**config.mk**
```make
export PLATFORM = sky130hd
export DESIGN_NAME = bdspi_top
export DESIGN_NICKNAME = d
export VERILOG_FILES = /design/src/bdspi_pkg.sv /design/src/bdspi_pin_if.sv /design/src/bdspi_pin_sync.sv /design/src/bdspi_top.sv
export SDC_FILE = /design/constraint.sdc
export NUM_CORES = 1
export LEC_CHECK = 0
export BUFFER_PORTS_ARGS = -buffer_cell sky130_fd_sc_hd__buf_2
export CAP_MARGIN = 20
export CORE_MARGIN = 2
export CORE_UTILIZATION = 40
export CTS_CLUSTER_DIAMETER = 40
export CTS_CLUSTER_SIZE = 14
export DETAILED_ROUTE_END_ITERATION = 10
export HOLD_SLACK_MARGIN = 0.1
export REMOVE_ABC_BUFFERS = 1
export SLEW_MARGIN = 20
export SYNTH_ARGS = -nofsm -noshare
export SYNTH_HDL_FRONTEND = slang
export SYNTH_SLANG_ARGS = --single-unit
```
**constraint.sdc**
```tcl
create_clock -name core_clk_i -period 2 [get_ports core_clk_i]
set_clock_uncertainty 0.1 [all_clocks]
set_input_delay 0.3 -clock core_clk_i [delete_from_list [all_inputs] [get_ports core_clk_i]]
set_output_delay 0.3 -clock core_clk_i [all_outputs]
set_load 0.05 [all_outputs]
```
**src/bdspi_pkg.sv**
```systemverilog
// Purpose: shared constants and types of the bridge driver serial slave
// Assumes: 16-bit frames, chip address in the two top bits
// Notes:   frame offsets, config field positions and the cfg, diag and lock reset values live here

package bdspi_pkg;

	// ****************************************************************
	// frame layout
	// ****************************************************************
	localparam int         FRAME_BITS    = 16;
	localparam int         CNT_W         = 5;
	localparam logic [4:0] CNT_ADDR_LAST = 5'h01;  // fall that ends address
	localparam logic [4:0] CNT_CMD_LAST  = 5'h07;  // fall that ends command
	localparam logic [4:0] CNT_FIRST_OUT = 5'h02;  // first driven bit count
	localparam logic [4:0] CNT_FRAME     = 5'h10;  // exact clocks per frame
	localparam logic [4:0] CNT_MAX       = 5'h1f;  // counter saturates here
	localparam logic [3:0] TX_TOP        = 4'hf;
	localparam logic [1:0] CHIP_ADDR     = 2'h0;
	localparam logic [4:0] VERIFY_PAT    = 5'h15;  // 1 0 1 0 1

	// ****************************************************************
	// command codes
	// ****************************************************************
	localparam logic [5:0] CMD_WR_CFG  = 6'h33;
	localparam logic [5:0] CMD_READ_IDENTITY_CMD   = 6'h00;
	localparam logic [5:0] CMD_READ_REVISION_CMD  = 6'h03;
	localparam logic [5:0] CMD_RD_CFG  = 6'h28;
	localparam logic [5:0] CMD_RD_DIAG = 6'h09;

	// ****************************************************************
	// register fields and reset values
	// ****************************************************************
	localparam int         CFG_SF_BIT    = 7;
	localparam int         CFG_PUMP_BIT  = 6;
	localparam int         CFG_OUT2_BIT  = 5;
	localparam int         CFG_OUT1_BIT  = 4;
	localparam int         CFG_LIM_HI    = 3;
	localparam int         CFG_LIM_LO    = 2;
	localparam logic [7:0] CFG_WR_MASK   = 8'hfc;  // b1..b0 reserved
	localparam logic [7:0] CFG_RESET     = 8'h38;
	localparam logic [7:0] DIAG_RESET    = 8'hf0;
	localparam logic [7:0] DIAG_CLEAR    = 8'hff;  // all fields normal
	localparam logic       LOCK_RESET    = 1'b1;
	localparam logic [7:0] RESP_NONE     = 8'h00;

	// frame tracking states
	typedef enum logic [1:0] {
		FS_IDLE = 2'b00,
		FS_ADDR = 2'b01,
		FS_RESP = 2'b10,
		FS_SKIP = 2'b11
	} bdspi_frame_e;

endpackage

```
**src/bdspi_pin_if.sv**
```systemverilog
// Purpose: carries synchronised serial pins and their edges to the core
// Assumes: all signals are on core_clk_i
// Notes:   edge flags are one-cycle pulses

`timescale 1ns/1ps

interface bdspi_pin_if;
	logic cs_n;
	logic si;
	logic en;
	logic cs_fall;
	logic cs_rise;
	logic sclk_rise;
	logic sclk_fall;

	modport sync (output cs_n, si, en, cs_fall, cs_rise, sclk_rise,
		sclk_fall);
	modport core (input cs_n, si, en, cs_fall, cs_rise, sclk_rise,
		sclk_fall);
endinterface

```
**src/bdspi_pin_sync.sv**
```systemverilog
// Purpose: brings the serial pins and enable pin into the core clock
// Assumes: pins toggle far slower than core_clk_i
// Notes:   two flops per pin, a third stage only for edge finding

`timescale 1ns/1ps

module bdspi_pin_sync
	import bdspi_pkg::*;
(
	input  logic         core_clk_i,
	input  logic         rst_i,
	input  logic         sclk_i,
	input  logic         chip_select_n_i,
	input  logic         si_i,
	input  logic         enable_pin_i,
	bdspi_pin_if.sync    p
);

	// ****************************************************************
	// synchroniser stages
	// ****************************************************************
	logic [3:0] raw;
	logic [3:0] meta;
	logic [3:0] stab;
	logic [3:0] prev;

	assign raw = {enable_pin_i, si_i, chip_select_n_i, sclk_i};

	// idle levels: deselected, clock low; first stage feeds only the second
	always_ff @(posedge core_clk_i) begin
		if (rst_i) begin
			meta <= 4'h2;
			stab <= 4'h2;
			prev <= 4'h2;
		end else begin
			meta <= raw;
			stab <= meta;
			prev <= stab;
		end
	end

	// edges come from settled stages only
	assign p.sclk_rise = stab[0] & ~prev[0];
	assign p.sclk_fall = ~stab[0] & prev[0];
	assign p.cs_fall   = ~stab[1] & prev[1];
	assign p.cs_rise   = stab[1] & ~prev[1];
	assign p.cs_n      = stab[1];
	assign p.si        = stab[2];
	assign p.en        = stab[3];

endmodule

```
**src/bdspi_top.sv**
```systemverilog
// Purpose: 16-bit serial command slave of a motor bridge driver
// Assumes: sclk_i idles low, data out on rising, data in on falling
// Notes:   pins are oversampled by core_clk_i; fault logic lives outside
//
// How it works
// Slave only; master drives select, every clock edge and data in.
// Serial output stays undriven while select is high.
// Top two frame bits are chip address; only 00 answers.
// Output undriven until address decoded; mismatch ignores whole frame.
// Sixteen bits in, fourteen bits out, most significant bit first.
// Reply shifts out in the same frame right after address and command.
// Commit at select rise needs address match, 16 clocks, known command.
// Wrong clock count or unknown command sets transfer error flag.
// Next fully valid frame clears the transfer error flag.
// Errored frame leaves configuration and diagnostic registers untouched.
// With address matched, output changes on each rising serial clock.
// Serial input is sampled on each falling serial clock.
// Out: two undriven bits, 10101, error flag, eight data bits.
// Five command codes decode; any other with matched address invalid.
// Configuration bits: flag mode, pump mode, two enables, limit select.
// Configuration write replies with diagnostics and keeps them.
// Diagnostic read replies with diagnostics then clears latched data.
// Configuration write only accepted while enable pin is low.
// Identity and revision reads return fixed hard-wired bytes.
// Fault lockout sets lock bit four of configuration readback.
// Diagnostic register holds f0 after power-up.
// Diagnostic clear happens at select rise, valid frames only.
// Counter and shift state clear at every select fall.

`timescale 1ns/1ps

module bdspi_top
	import bdspi_pkg::*;
#(
	parameter logic [7:0] ID_CODE  = 8'h5a,  // arbitrary identity value
	parameter logic [7:0] REV_CODE = 8'h23   // arbitrary revision value
) (
	input  logic         core_clk_i,
	input  logic         rst_i,
	input  logic         sclk_i,
	input  logic         chip_select_n_i,
	input  logic         si_i,
	input  logic         enable_pin_i,
	input  logic         lock_set_i,
	input  logic         lock_clear_i,
	input  logic         diag_load_i,
	input  logic [7:0]   diag_data_i,
	input  logic [1:0]   spare_status_i,
	output logic         so_o,
	output logic         so_oe_o,
	output logic [7:0]   cfg_o,
	output logic [7:0]   diag_o,
	output logic         lock_o,
	output logic         transfer_error_flag_o
);

	// ****************************************************************
	// pin synchronisation
	// ****************************************************************
	bdspi_pin_if p ();

	// slave timing
	// every edge we act on is one the master made
	bdspi_pin_sync u_sync (
		.core_clk_i      (core_clk_i),
		.rst_i           (rst_i),
		.sclk_i          (sclk_i),
		.chip_select_n_i (chip_select_n_i),
		.si_i            (si_i),
		.enable_pin_i    (enable_pin_i),
		.p               (p)
	);

	// ****************************************************************
	// state
	// ****************************************************************
	bdspi_frame_e state;
	bdspi_frame_e next_state;
	logic [4:0]   bit_cnt;
	logic [15:0]  shift;
	logic [5:0]   cmd;
	logic [7:0]   resp_byte;
	logic [7:0]   cfg;
	logic [7:0]   diag;
	logic         lock;
	logic         tf;

	// command decode
	// used only for frame validity; the reply byte comes from resp_sel
	function automatic logic cmd_known(input logic [5:0] c);
		cmd_known = (c == CMD_WR_CFG) || (c == CMD_READ_IDENTITY_CMD) ||
			(c == CMD_READ_REVISION_CMD) || (c == CMD_RD_CFG) ||
			(c == CMD_RD_DIAG);
	endfunction

	// reply byte per command
	function automatic logic [7:0] resp_sel(input logic [5:0] c,
		input logic [7:0] rb, input logic [7:0] dg);
		case (c)
			CMD_WR_CFG:  resp_sel = dg;
			CMD_RD_DIAG: resp_sel = dg;
			CMD_RD_CFG:  resp_sel = rb;
			// fixed bytes
			CMD_READ_IDENTITY_CMD:   resp_sel = ID_CODE;
			CMD_READ_REVISION_CMD:  resp_sel = REV_CODE;
			default:     resp_sel = RESP_NONE;
		endcase
	endfunction

	// ****************************************************************
	// decode wires
	// ****************************************************************
	logic        in_frame;
	logic        sample;
	logic [1:0]  addr_bits;
	logic [5:0]  cmd_bits;
	logic        frame_ok;
	logic        frame_end;
	logic        do_write;
	logic        do_diag_clr;
	logic [7:0]  cfg_rb;
	logic [15:0] tx_word;
	logic [3:0]  tx_idx;
	logic        next_so;

	assign in_frame  = (state != FS_IDLE) && !p.cs_n;
	// sample on falling serial clock
	assign sample    = in_frame && p.sclk_fall;
	assign addr_bits = {shift[0], p.si};
	assign cmd_bits  = {shift[4:0], p.si};
	assign frame_end = p.cs_rise && (state == FS_RESP);

	// all three checks
	assign frame_ok  = (state == FS_RESP) && (bit_cnt == CNT_FRAME) &&
		cmd_known(cmd);

	// enable pin gates writes
	assign do_write    = frame_end && frame_ok && (cmd == CMD_WR_CFG) &&
		!p.en;
	// clear only on valid frame end
	assign do_diag_clr = frame_end && frame_ok && (cmd == CMD_RD_DIAG);

	// lock bit in readback
	// both-enabled status is derived from the two enable bits
	assign cfg_rb = {cfg[CFG_SF_BIT], cfg[CFG_PUMP_BIT],
		cfg[CFG_OUT2_BIT] & cfg[CFG_OUT1_BIT], lock,
		cfg[CFG_LIM_HI], cfg[CFG_LIM_LO], spare_status_i};

	// outgoing word layout
	// msb first by counting the index down
	assign tx_word = {CHIP_ADDR, VERIFY_PAT, tf, resp_byte};
	assign tx_idx  = TX_TOP - bit_cnt[3:0];
	assign next_so = (bit_cnt < CNT_FRAME) ? tx_word[tx_idx] : 1'b0;

	// ****************************************************************
	// frame state machine
	// ****************************************************************
	// a select fall restarts tracking whatever came before
	always_comb begin
		next_state = state;
		if (p.cs_fall) begin
			next_state = FS_ADDR;
		end else begin
			case (state)
				FS_IDLE: begin
					next_state = FS_IDLE;
				end
				FS_ADDR: begin
					if (p.cs_rise) begin
						next_state = FS_IDLE;
					// address match
					end else if (sample && bit_cnt == CNT_ADDR_LAST) begin
						next_state = (addr_bits == CHIP_ADDR) ? FS_RESP :
							FS_SKIP;
					end
				end
				FS_RESP, FS_SKIP: begin
					if (p.cs_rise) begin
						next_state = FS_IDLE;
					end
				end
				default: begin
					next_state = FS_IDLE;
				end
			endcase
		end
	end

	always_ff @(posedge core_clk_i) begin
		if (rst_i) begin
			state <= FS_IDLE;
		end else begin
			state <= next_state;
		end
	end

	// ****************************************************************
	// receive path
	// ****************************************************************
	// fresh count per frame
	// saturates so a runaway clock never wraps back to sixteen
	always_ff @(posedge core_clk_i) begin
		if (rst_i || p.cs_fall) begin
			bit_cnt <= 5'h00;
			shift   <= 16'h0000;
		end else if (sample) begin
			bit_cnt <= (bit_cnt == CNT_MAX) ? CNT_MAX : bit_cnt + 5'h01;
			shift   <= {shift[14:0], p.si};
		end
	end

	// reply chosen once the command is in
	always_ff @(posedge core_clk_i) begin
		if (rst_i) begin
			cmd       <= CMD_READ_IDENTITY_CMD;
			resp_byte <= RESP_NONE;
		end else if (sample && bit_cnt == CNT_CMD_LAST &&
			state == FS_RESP) begin
			cmd       <= cmd_bits;
			resp_byte <= resp_sel(cmd_bits, cfg_rb, diag);
		end
	end

	// ****************************************************************
	// transmit path
	// ****************************************************************
	// drive only in a matched frame
	// the enable drops on the synced select rise, in the same cycle the state leaves FS_RESP
	always_ff @(posedge core_clk_i) begin
		if (rst_i || p.cs_rise || state != FS_RESP) begin
			so_o    <= 1'b0;
			so_oe_o <= 1'b0;
		end else if (p.sclk_rise && bit_cnt >= CNT_FIRST_OUT) begin
			so_o    <= next_so;
			so_oe_o <= 1'b1;
		end
	end

	// ****************************************************************
	// registers
	// ****************************************************************
	// flag follows the last matched frame
	// mismatched frames never touch it
	always_ff @(posedge core_clk_i) begin
		if (rst_i) begin
			tf <= 1'b0;
		end else if (frame_end) begin
			tf <= !frame_ok;
		end
	end

	// configuration commit
	always_ff @(posedge core_clk_i) begin
		if (rst_i) begin
			cfg <= CFG_RESET;
		end else if (do_write) begin
			cfg <= shift[7:0] & CFG_WR_MASK;
		end
	end

	// diagnostic latch and clear; a new fault beats the clear
	always_ff @(posedge core_clk_i) begin
		if (rst_i) begin
			diag <= DIAG_RESET;
		end else if (diag_load_i) begin
			diag <= diag_data_i;
		end else if (do_diag_clr) begin
			diag <= DIAG_CLEAR;
		end
	end

	// lockout entry sets, release clears; set wins
	always_ff @(posedge core_clk_i) begin
		if (rst_i) begin
			lock <= LOCK_RESET;
		end else if (lock_set_i) begin
			lock <= 1'b1;
		end else if (lock_clear_i) begin
			lock <= 1'b0;
		end
	end

	assign cfg_o                 = cfg;
	assign diag_o                = diag;
	assign lock_o                = lock;
	assign transfer_error_flag_o = tf;
endmodule

```
* After elaboration in Yosys (flattened, before gate mapping)
Index checks and enable logic that the tools add are counted.
** Cells by class
- Add/sub/neg operators :: 2
- Magnitude comparators :: 3
- Eq/ne operators :: 20
- Muxes and demuxes :: 13
- Bitwise operators :: 9
- Reductions and logical operators :: 35
** Operator list (number)
- 8-bit case mux with 4 select lines :: 1
- 6-bit equality test, second input constant :: 4
- 8-bit two-way mux :: 2
- 1-bit logical AND :: 13
- 6-bit by 2-bit equality test with 1-bit output, second input constant :: 2
- 6-bit by 4-bit equality test with 1-bit output, second input constant :: 2
- 6-bit logical NOT :: 2
- 5-bit equality test, second input constant :: 2
- 2-bit OR reduction :: 4
- 1-bit logical OR :: 7
- 2-bit two-way mux :: 3
- 3-bit != test, second input constant :: 2
- 2-bit case mux with 3 select lines :: 1
- 5-bit by 1-bit adder with 5-bit output, second input constant :: 1
- 1-bit AND :: 5
- 5-bit by 1-bit equality test with 1-bit output, second input constant :: 1
- 5-bit by 3-bit equality test with 1-bit output, second input constant :: 1
- 5-bit by 2-bit greater-or-equal comparator with 1-bit output, second input constant :: 1
- 4-bit by 5-bit < comparator with 1-bit output, second input constant :: 1
- 5-bit < comparator, second input constant :: 1
- 5-bit two-way mux :: 1
- 1-bit binary-select mux with 4-bit select :: 1
- 2-bit equality test, second input constant :: 2
- 2-bit logical NOT :: 2
- other kinds (9) :: 20
** Storage, ports and cells
- Register bits :: 57
- Input bits :: 19
- Output and inout bits :: 20

* Logic depth before layout (Yosys ltp)
Gate-level depths: netlist (run 1).
- Depth after elaboration :: 10
- Mapped depth :: 6
- Depth with buffers taken out :: 6

* By module
From an unflattened synthesis (run 1), not the netlist that was laid out.
** Unflattened totals
- Cell total of the unflattened synthesis :: 272
- Area total of the unflattened synthesis :: 2626.3 µm²
** By module, submodules not included
- bdspi_top :: times used 1, cells an instance 248, area each 2338.5 µm², seq. area each 940.9 µm²
- bdspi_pin_sync :: times used 1, cells an instance 24, area each 287.8 µm², seq. area each 200.2 µm²

* Least setup slack after synthesis (run 1)
OpenSTA, ideal clock, no wires.
- Path type :: register to register
- Start point :: register bit_cnt[1]
- End point :: register cmd[0]
- Arrival time :: 1545 ps
- Required time :: 1770 ps
- Path slack :: 225 ps
- Cell stages (with the launch flop) :: 7
- Cell sequence :: dfxtp_1 ha_1 nor4bb_1 and4b_1 buf_2 mux2i_1 nor2_1
** On the way
- Cells in the longest elaborated chain, start to end :: 3
** RTL lines
- from (decl) :: RTL line bdspi_top.sv:79 : logic [4:0] bit_cnt;
- from (signal assigned) :: RTL line bdspi_top.sv:207 : bit_cnt <= (bit_cnt == CNT_MAX) ? CNT_MAX : bit_cnt + 5'h01;
- 5-bit by 3-bit equality test with 1-bit output :: RTL line bdspi_top.sv:217 : end else if (sample && bit_cnt == CNT_CMD_LAST &&
- 1-bit logical AND (2 in series) :: RTL line bdspi_top.sv:217
- to (signal assigned) :: RTL line bdspi_top.sv:219 : cmd <= cmd_bits;
- to (decl) :: RTL line bdspi_top.sv:81 : logic [5:0] cmd;
No other way between the ends.
A chain may end at the register's enable or synchronous reset.

* Worst setup path after layout (run 1)
- Start point :: register bit_cnt[0]
- End point :: register resp_byte[1]
** On the way
- Cells in the longest elaborated chain, start to end :: 3
** RTL lines
- 5-bit by 3-bit equality test with 1-bit output :: RTL line bdspi_top.sv:217
- 1-bit logical AND (2 in series) :: RTL line bdspi_top.sv:217
- to (signal assigned) :: RTL line bdspi_top.sv:220 : resp_byte <= resp_sel(cmd_bits, cfg_rb, diag);
- to (decl) :: RTL line bdspi_top.sv:82 : logic [7:0] resp_byte;
No other way between the ends.

==> load_flow_metrics.sql, run 1 <==
INSERT INTO impl_metrics (metric_group, metric, value, unit) VALUES
('status', 'run_status', 'complete, no violations', ''),
('critical_path', 'crit_path_max_fanout', '21', ''),
('sta', 'setup_ws', '0.1915', 'ns'),
('sta', 'final.period_utilization', '0.9043', ''),
('flow_run', 'max-cap-violations', '0', ''),
('floorplan', 'fp.coreArea', '0.006386', 'mm²'),
('logic_synthesis', 'post_synth_arst_share', '0', ''),
('routing', 'detail_route.vias_per_cell', '5.073', ''),
('floorplan', 'initial_utilization', '0.4144', ''),
('grt', 'first_global_vias', '2036', ''),
('grt', 'grt.total_usage', '0.1801', ''),
('power', 'power-per-cell-area', '783.1', 'mW/mm²'),
('routing', 'drt_pre_antenna_iters', '4', ''),
('routing', 'vias', '2156', ''),
('critical_path', 'timing.critical_path.required', '2.14', 'ns'),
('power', 'p_leak', '1.304', 'nW'),
('power', 'seq_power_share', '0.457', ''),
('clock_network', 'clkSlewWorstSetupHoldPaths', '0.06', 'ns'),
('critical_path', 'cp_data_arrival_time', '1.94', 'ns'),
('clock_network', 'clock_tree.root_cell', 'sky130_fd_sc_hd__clkbuf_8', ''),
('critical_path', 'setup.worst_path.end_class', 'flip-flop', ''),
('grt', 'global_route_wire_length_before_repair', '10010', 'µm'),
('sta', 'slew_viol_final', '0', ''),
('power', 'power.share.switching', '0.2139', ''),
('cells_and_area', 'layout-drive-gt1-share', '0.2529', ''),
('cells_and_area', 'postLayoutCellArea', '0.003274', 'mm²'),
('logic_synthesis', 'ys_warn_count', '0', ''),
('critical_path', 'setup.worst_path.start_class', 'flip-flop', ''),
('clock_network', 'clkLatencyLatePin', '0.33', 'ns'),
('sta', 'max_freq', '552.9', 'MHz'),
('cells_and_area', 'fin_nets', '368', ''),
('routing', 'ant_nets', '0', ''),
('cells_and_area', 'sequential_area', '0.001141', 'mm²'),
('grt', 'grt_start_max_net_pins', '25', ''),
('clock_network', 'clkSinkCount', '57', ''),
('grt', 'overflow', '0', ''),
('power', 'peakVddDrop', '0.5034', 'mV'),
('sta', 'timing_hold_violations_final', '0', ''),
('placed_design', 'io_buffer_count', '36', ''),
('sta', 'holdWs', '0.1244', 'ns'),
('clock_network', 'cts_max_path_buffers', '2', ''),
('placed_design', 'place_area', '0.002970', 'mm²'),
('sta', 'rsz0062_at_grt', 'false', ''),
('power', 'power.clock.fraction', '0.478', ''),
('placed_design', 'pre_cts_ws', '0.08797', 'ns'),
('logic_synthesis', 'synth_enable_flop_cells', '0', ''),
('floorplan', 'io_pins', '39', ''),
('critical_path', 'critical_path_class', 'reg2reg', ''),
('floorplan', 'core.rowCount', '29', ''),
('routing', 'wire_per_inst', '14.26', 'µm'),
('routing', 'route.final.wire_length', '6062', 'µm'),
('floorplan', 'die-height', '85.34', 'µm'),
('logic_synthesis', 'synth_seq_area_share', '0.4312', ''),
('clock_network', 'cts_inserted_buffers', '9', ''),
('logic_synthesis', 'synthCells', '291', ''),
('routing', 'drc', '0', ''),
('logic_synthesis', 'ys_types', '55', ''),
('power', 'internal-power', '2.016', 'mW'),
('clock_network', 'cts.htree.levels', '3', ''),
('floorplan', 'die_width', '85.34', 'µm'),
('cells_and_area', 'finalCoreUtilization', '0.5127', ''),
('placed_design', 'finalWeightedCongestion', '0.8870', ''),
('grt', 'number_of_antenna_violations_at_the_first_check_in_global_routing', '0', ''),
('logic_synthesis', 'syn_area', '0.002646', 'mm²'),
('cells_and_area', 'antenna-diode-count', '0', ''),
('power', 'switching_power', '0.5485', 'mW'),
('sta', 'period_needed', '1.809', 'ns'),
('cells_and_area', 'fillCellCount', '583', ''),
('sta', 'setup_viol_count_final', '0', ''),
('hold_path', 'worst_hold_path_type', 'in2reg', ''),
('cells_and_area', 'syn_to_final_growth', '23.74', '%'),
('placed_design', 'detailedPlacementHpwl', '4400', 'µm'),
('floorplan', 'design.die.area', '0.007282', 'mm²'),
('power', 'finalPower', '2.564', 'mW'),
('logic_synthesis', 'postSynth.topFlopCell', 'sky130_fd_sc_hd__dfxtp_1', ''),
('clock_network', 'tritoncts', 'built', ''),
('power', 'combinationalPowerShare', '0.065', ''),
('routing', 'first_iter_violations', '78', ''),
('logic_synthesis', 'synthesis.area_per_instance', '9.094', 'µm²'),
('logic_synthesis', 'yosys_register_bits', '57', ''),
('cells_and_area', 'multiInputGateArea', '0.001369', 'mm²');
==> flip-flops by register name, indices dropped and copies added, names as in the netlist <==
name                   cells
cfg_o                      6
transfer_error_flag_o      1
u_sync.meta                4
u_sync.stab                4
state                      2
diag_o                     8
shift                      8
lock_o                     1
so_o                       1
cmd                        6
resp_byte                  8
bit_cnt                    5
so_oe_o                    1
u_sync.prev                2
==> per-stage QoR <==
step                      setup TNS (ns)  cells
after CTS                              0    425
final                                  0    425
after global placement                 0    403
after floorplan                   -1.390    272
after detailed placement               0    403
after global routing                   0    425
==> critical path: stages, from the launching register on <==
cell                       delay (ns)
sky130_fd_sc_hd__dfxtp_1         0.41
sky130_fd_sc_hd__ha_1            0.21
sky130_fd_sc_hd__nor4bb_1        0.25
sky130_fd_sc_hd__and4b_1         0.28
sky130_fd_sc_hd__buf_12          0.18
sky130_fd_sc_hd__nor2_1          0.05
sky130_fd_sc_hd__a311oi_1        0.23
==> metal layers <==
| layer | up-vias | global-route usage | wire length (µm) |
|---|---|---|---|
| met1 | 988 | 0.2327 | 2840 |
| met2 | 50 | 0.2827 | 2876 |
| met4 | 0 | 0.06638 | 27 |
| met5 | - | 0 | 0 |
| met3 | 2 | 0.05642 | 318 |
| li1 | 1116 | - | - |
==> synth_stat cells (3+ instances only) <==
library cell,number,area share
sky130_fd_sc_hd__nand3_1,6,0.011
sky130_fd_sc_hd__o21ai_0,3,0.0057
sky130_fd_sc_hd__nand4b_1,3,0.0099
sky130_fd_sc_hd__nor2_1,26,0.037
sky130_fd_sc_hd__a21oi_1,25,0.047
sky130_fd_sc_hd__clkbuf_1,9,0.013
sky130_fd_sc_hd__nand2b_1,12,0.028
sky130_fd_sc_hd__nand2_1,29,0.041
sky130_fd_sc_hd__mux2i_1,14,0.053
sky130_fd_sc_hd__nor3_1,5,0.0095
sky130_fd_sc_hd__a31oi_1,7,0.017
sky130_fd_sc_hd__ha_1,5,0.024
sky130_fd_sc_hd__or3_1,3,0.0071
sky130_fd_sc_hd__nor2b_1,10,0.024
sky130_fd_sc_hd__o21bai_1,7,0.020
sky130_fd_sc_hd__buf_2,5,0.0095
sky130_fd_sc_hd__dfxtp_1,57,0.43
sky130_fd_sc_hd__inv_1,11,0.016
sky130_fd_sc_hd__a221oi_2,4,0.023
sky130_fd_sc_hd__or2_2,5,0.012
==> power groups by stage <==
stage / logic, mW / registers (mW) / clock network (mW)
finish: 0.167 / 1.17 / 1.23
detailed placement: 0.159 / 1.20 / 0
global placement: 0.157 / 1.20 / 0
CTS: 0.169 / 1.17 / 1.27
floorplan: 0.0568 / 1.23 / 0
global route: 0.182 / 1.17 / 1.31
==> worst paths after layout <==
check	cells after the start	slack, ns	start	end
setup / recovery	6	0.19	bit_cnt[0]	resp_byte[1]
hold / removal	3	0.12	diag_data_i[1]	diag_o[1]
setup reg to reg	6	0.19	bit_cnt[0]	resp_byte[1]
hold reg to reg	1	0.32	u_sync.meta[1]	u_sync.stab[1]
==> what timing repair did <==
| action | CTS | global route |
|---|---|---|
| resized for setup | 0 | 1 |
| setup endpoints to repair | 0 | 4 |
| hold endpoints to repair | 6 | 0 |
| buffers inserted | 0 | 0 |
| hold buffers | 7 | 0 |
==> cell usage in the layout (no fill, tap or decap), types with 3 or more instances in the layout <==
cell type / netlist / final
sky130_fd_sc_hd__nand2b_1: 12 / 12
sky130_fd_sc_hd__a21oi_1: 25 / 25
sky130_fd_sc_hd__mux2i_1: 14 / 14
sky130_fd_sc_hd__ha_1: 5 / 5
sky130_fd_sc_hd__dlygate4sd3_1: 0 / 7
sky130_fd_sc_hd__nand2_1: 29 / 29
sky130_fd_sc_hd__a221oi_2: 4 / 4
sky130_fd_sc_hd__nand4b_1: 3 / 3
sky130_fd_sc_hd__buf_2: 5 / 36
sky130_fd_sc_hd__o21bai_1: 7 / 7
sky130_fd_sc_hd__a31oi_1: 7 / 7
sky130_fd_sc_hd__inv_1: 11 / 11
sky130_fd_sc_hd__nor2b_1: 10 / 10
sky130_fd_sc_hd__dfxtp_1: 57 / 57
sky130_fd_sc_hd__buf_4: 2 / 17
sky130_fd_sc_hd__clkbuf_8: 0 / 12
sky130_fd_sc_hd__nand3_1: 6 / 6
sky130_fd_sc_hd__nor3_1: 5 / 5
sky130_fd_sc_hd__o21ai_0: 3 / 3
sky130_fd_sc_hd__nor2_1: 26 / 26
sky130_fd_sc_hd__or2_2: 5 / 5
==> kinds of logic (layout without fill, tap and decap cells) <==
group,Yosys count,in the layout,synth area share
multiplexers,16,16,0.06572
buffers and inverters,31,87,0.05484
adder cells (fa/ha/maj),5,5,0.02364
other,1,2,0.001417
XOR/XNOR,3,3,0.009931
AND/OR/NAND/NOR,120,120,0.2596
AO/OA/AOI/OAI,58,58,0.1537
flip-flops,57,57,0.4312
==> cell type report <==
type,instances,area share
Timing Repair Buffer,61,0.1215
Clock buffer,13,0.05159
Multi-Input combinational cell,204,0.4180
Inverter,11,0.01261
Clock inverter,2,0.01834
Sequential cell,57,0.3485
Tap cell,77,0.02942
(Power assumes the default switching activity.)
==> run 2, diff against run 1 <==
==> constraint.sdc (replaced) <==
create_clock -name core_clk_i -period 2 [get_ports core_clk_i]
set_clock_uncertainty 0.1 [all_clocks]
set_input_delay 0.4 -clock core_clk_i [delete_from_list [all_inputs] [get_ports core_clk_i]]
set_output_delay 0.4 -clock core_clk_i [all_outputs]
set_load 0.05 [all_outputs]
==> load_flow_metrics.sql, run 2 (same netlist as run 1, synthesis figures left out) <==
INSERT INTO impl_metrics (metric_group, metric, value, unit) VALUES
('floorplan', 'die_width', '85.34', 'µm'),
('routing', 'met3_length', '215', 'µm'),
('floorplan', 'core.rowCount', '29', ''),
('floorplan', 'fp.coreArea', '0.006386', 'mm²'),
('clock_network', 'clock_tree.root_cell', 'sky130_fd_sc_hd__clkbuf_8', ''),
('cells_and_area', 'finalCoreUtilization', '0.4961', ''),
('clock_network', 'cts_inserted_buffers', '9', ''),
('routing', 'vias', '2120', ''),
('critical_path', 'timing.critical_path.required', '2.12', 'ns'),
('floorplan', 'die-height', '85.34', 'µm'),
('clock_network', 'cts_hold_buffers', '0', ''),
('sta', 'max_freq', '540.4', 'MHz'),
('grt', 'number_of_antenna_violations_at_the_first_check_in_global_routing', '0', ''),
('placed_design', 'detailedPlacementHpwl', '4414', 'µm'),
('sta', 'holdWs', '0.1484', 'ns'),
('clock_network', 'cts.htree.levels', '3', ''),
('placed_design', 'finalWeightedCongestion', '0.9090', ''),
('sta', 'period_needed', '1.851', 'ns'),
('critical_path', 'worst_r2r_path_depth', '6', ''),
('clock_network', 'clkLatencyLatePin', '0.33', 'ns'),
('critical_path', 'critical_path_class', 'reg2reg', ''),
('power', 'p_leak', '1.257', 'nW'),
('sta', 'timing_hold_violations_final', '0', ''),
('clock_network', 'clkSlewWorstSetupHoldPaths', '0.06', 'ns'),
('power', 'peakVddDrop', '0.4859', 'mV'),
('sta', 'rsz0062_at_grt', 'false', ''),
('cells_and_area', 'commonest_non_fill_non_tap_cell_in_the_layout', 'sky130_fd_sc_hd__dfxtp_1', ''),
('floorplan', 'initial_utilization', '0.4144', ''),
('grt', 'global_route_wire_length_before_repair', '10140', 'µm'),
('routing', 'route.final.wire_length', '6167', 'µm'),
('hold_path', 'worst_hold_path_type', 'in2reg', ''),
('critical_path', 'setup.worst_path.end_class', 'flip-flop', ''),
('status', 'run_status', 'complete, no violations', ''),
('hold_path', 'hold_depth', '2', ''),
('cells_and_area', 'layout.cells.most_common_list', 'sky130_fd_sc_hd__dfxtp_1, sky130_fd_sc_hd__buf_2, sky130_fd_sc_hd__nand2_1', ''),
('clock_network', 'cts_max_path_buffers', '2', ''),
('routing', 'ant_nets', '0', ''),
('floorplan', 'design.die.area', '0.007282', 'mm²'),
('routing', 'drt_pre_antenna_iters', '4', ''),
('cells_and_area', 'syn_to_final_growth', '19.72', '%'),
('cells_and_area', 'fin_nets', '359', ''),
('power', 'finalPower', '2.447', 'mW'),
('clock_network', 'tritoncts', 'built', ''),
('cells_and_area', 'layout-drive-gt1-share', '0.2529', ''),
('cells_and_area', 'antenna-diode-count', '0', ''),
('sta', 'setup_viol_count_final', '0', ''),
('routing', 'first_iter_violations', '73', ''),
('sta', 'final.period_utilization', '0.9253', ''),
('flow_run', 'max-cap-violations', '0', ''),
('placed_design', 'io_buffer_count', '36', ''),
('routing', 'drc', '0', ''),
('routing', 'top_signal_layer_used', 'met4', ''),
('routing', 'drt-met1-wl', '2965', 'µm'),
('floorplan', 'io_pins', '39', ''),
('routing', 'route.met2.wl', '2936', 'µm'),
('power', 'power-per-cell-area', '772.3', 'mW/mm²'),
('critical_path', 'cp_data_arrival_time', '1.97', 'ns'),
('routing', 'wire_per_inst', '14.79', 'µm'),
('clock_network', 'clkSinkCount', '57', ''),
('grt', 'overflow', '0', ''),
('grt', 'first_global_vias', '2052', ''),
('critical_path', 'setup.worst_path.start_class', 'flip-flop', ''),
('sta', 'slew_viol_final', '0', ''),
('cells_and_area', 'fillCellCount', '610', ''),
('grt', 'grt_start_max_net_pins', '22', ''),
('critical_path', 'crit_path_max_fanout', '21', ''),
('grt', 'grt.total_usage', '0.1817', ''),
('routing', 'detail_route.vias_per_cell', '5.084', '');
## run 2: cell types whose count changed in the layout (fill, tap and decap cells not counted)
cell	delta
sky130_fd_sc_hd__dlygate4sd3_1	-7
sky130_fd_sc_hd__buf_4	-2
sky130_fd_sc_hd__bufinv_16	-1
sky130_fd_sc_hd__clkbuf_1	+1
sky130_fd_sc_hd__clkinv_2	+1
## run 2: through the flow
stage	cells	worst slack, ns	setup TNS (ns)	area, µm²
4_1_cts	417	0.07373	0	3163
2_1_floorplan	272	-0.1342	-1.390	2546
5_1_grt	417	0.02250	0	3168
3_3_place_gp	401	0.1294	0	2955
3_5_place_dp	401	0.08631	0	2955
6_report	417	0.1494	0	3168
## run 2: path summary, 6_finish.rpt
| check | from | endpoint | slack, ns |
|---|---|---|---|
| max reg2reg | bit_cnt[0] | cmd[0] | 0.15 |
| max | bit_cnt[0] | cmd[0] | 0.15 |
| min | chip_select_n_i | u_sync.meta[1] | 0.15 |
| min reg2reg | u_sync.meta[1] | u_sync.stab[1] | 0.32 |
## run 2: repair_timing
action	in CTS	in global routing
setup buffers	0	0
endpoints found under the setup margin	0	4
gates resized for setup	0	1
## run 2: power by group
group | internal (mW) | switching (mW) | total (mW)
combinational | 0.0526 | 0.105 | 0.157
sequential | 1.16 | 0.0146 | 1.17
clock | 0.677 | 0.441 | 1.12
total | 1.89 | 0.561 | 2.45
## run 2: final cells by class
| cell class | count | area, µm² | share of cell area |
|---|---|---|---|
| Clock buffer | 14 | 172.7 | 0.05450 |
| Sequential cell | 57 | 1141 | 0.3602 |
| Tap cell | 77 | 96.34 | 0.03041 |
| Inverter | 11 | 41.29 | 0.01303 |
| Multi-Input combinational cell | 204 | 1369 | 0.4321 |
| Clock inverter | 2 | 35.03 | 0.01106 |
| Timing Repair Buffer | 52 | 312.8 | 0.09874 |
## run 2: worst max-delay path, stage by stage, from the launching register on
cell	delay [ns]
sky130_fd_sc_hd__dfxtp_1	0.44
sky130_fd_sc_hd__ha_1	0.22
sky130_fd_sc_hd__nor4bb_1	0.25
sky130_fd_sc_hd__and4b_1	0.27
sky130_fd_sc_hd__buf_12	0.17
sky130_fd_sc_hd__mux2i_1	0.22
sky130_fd_sc_hd__nor2_1	0.05
## run 2: routing by layer
metal	up-vias	track usage
li1	1095	-
met1	979	0.2327
met2	40	0.2891
met3	6	0.05253
met4	0	0.07071
met5	-	0
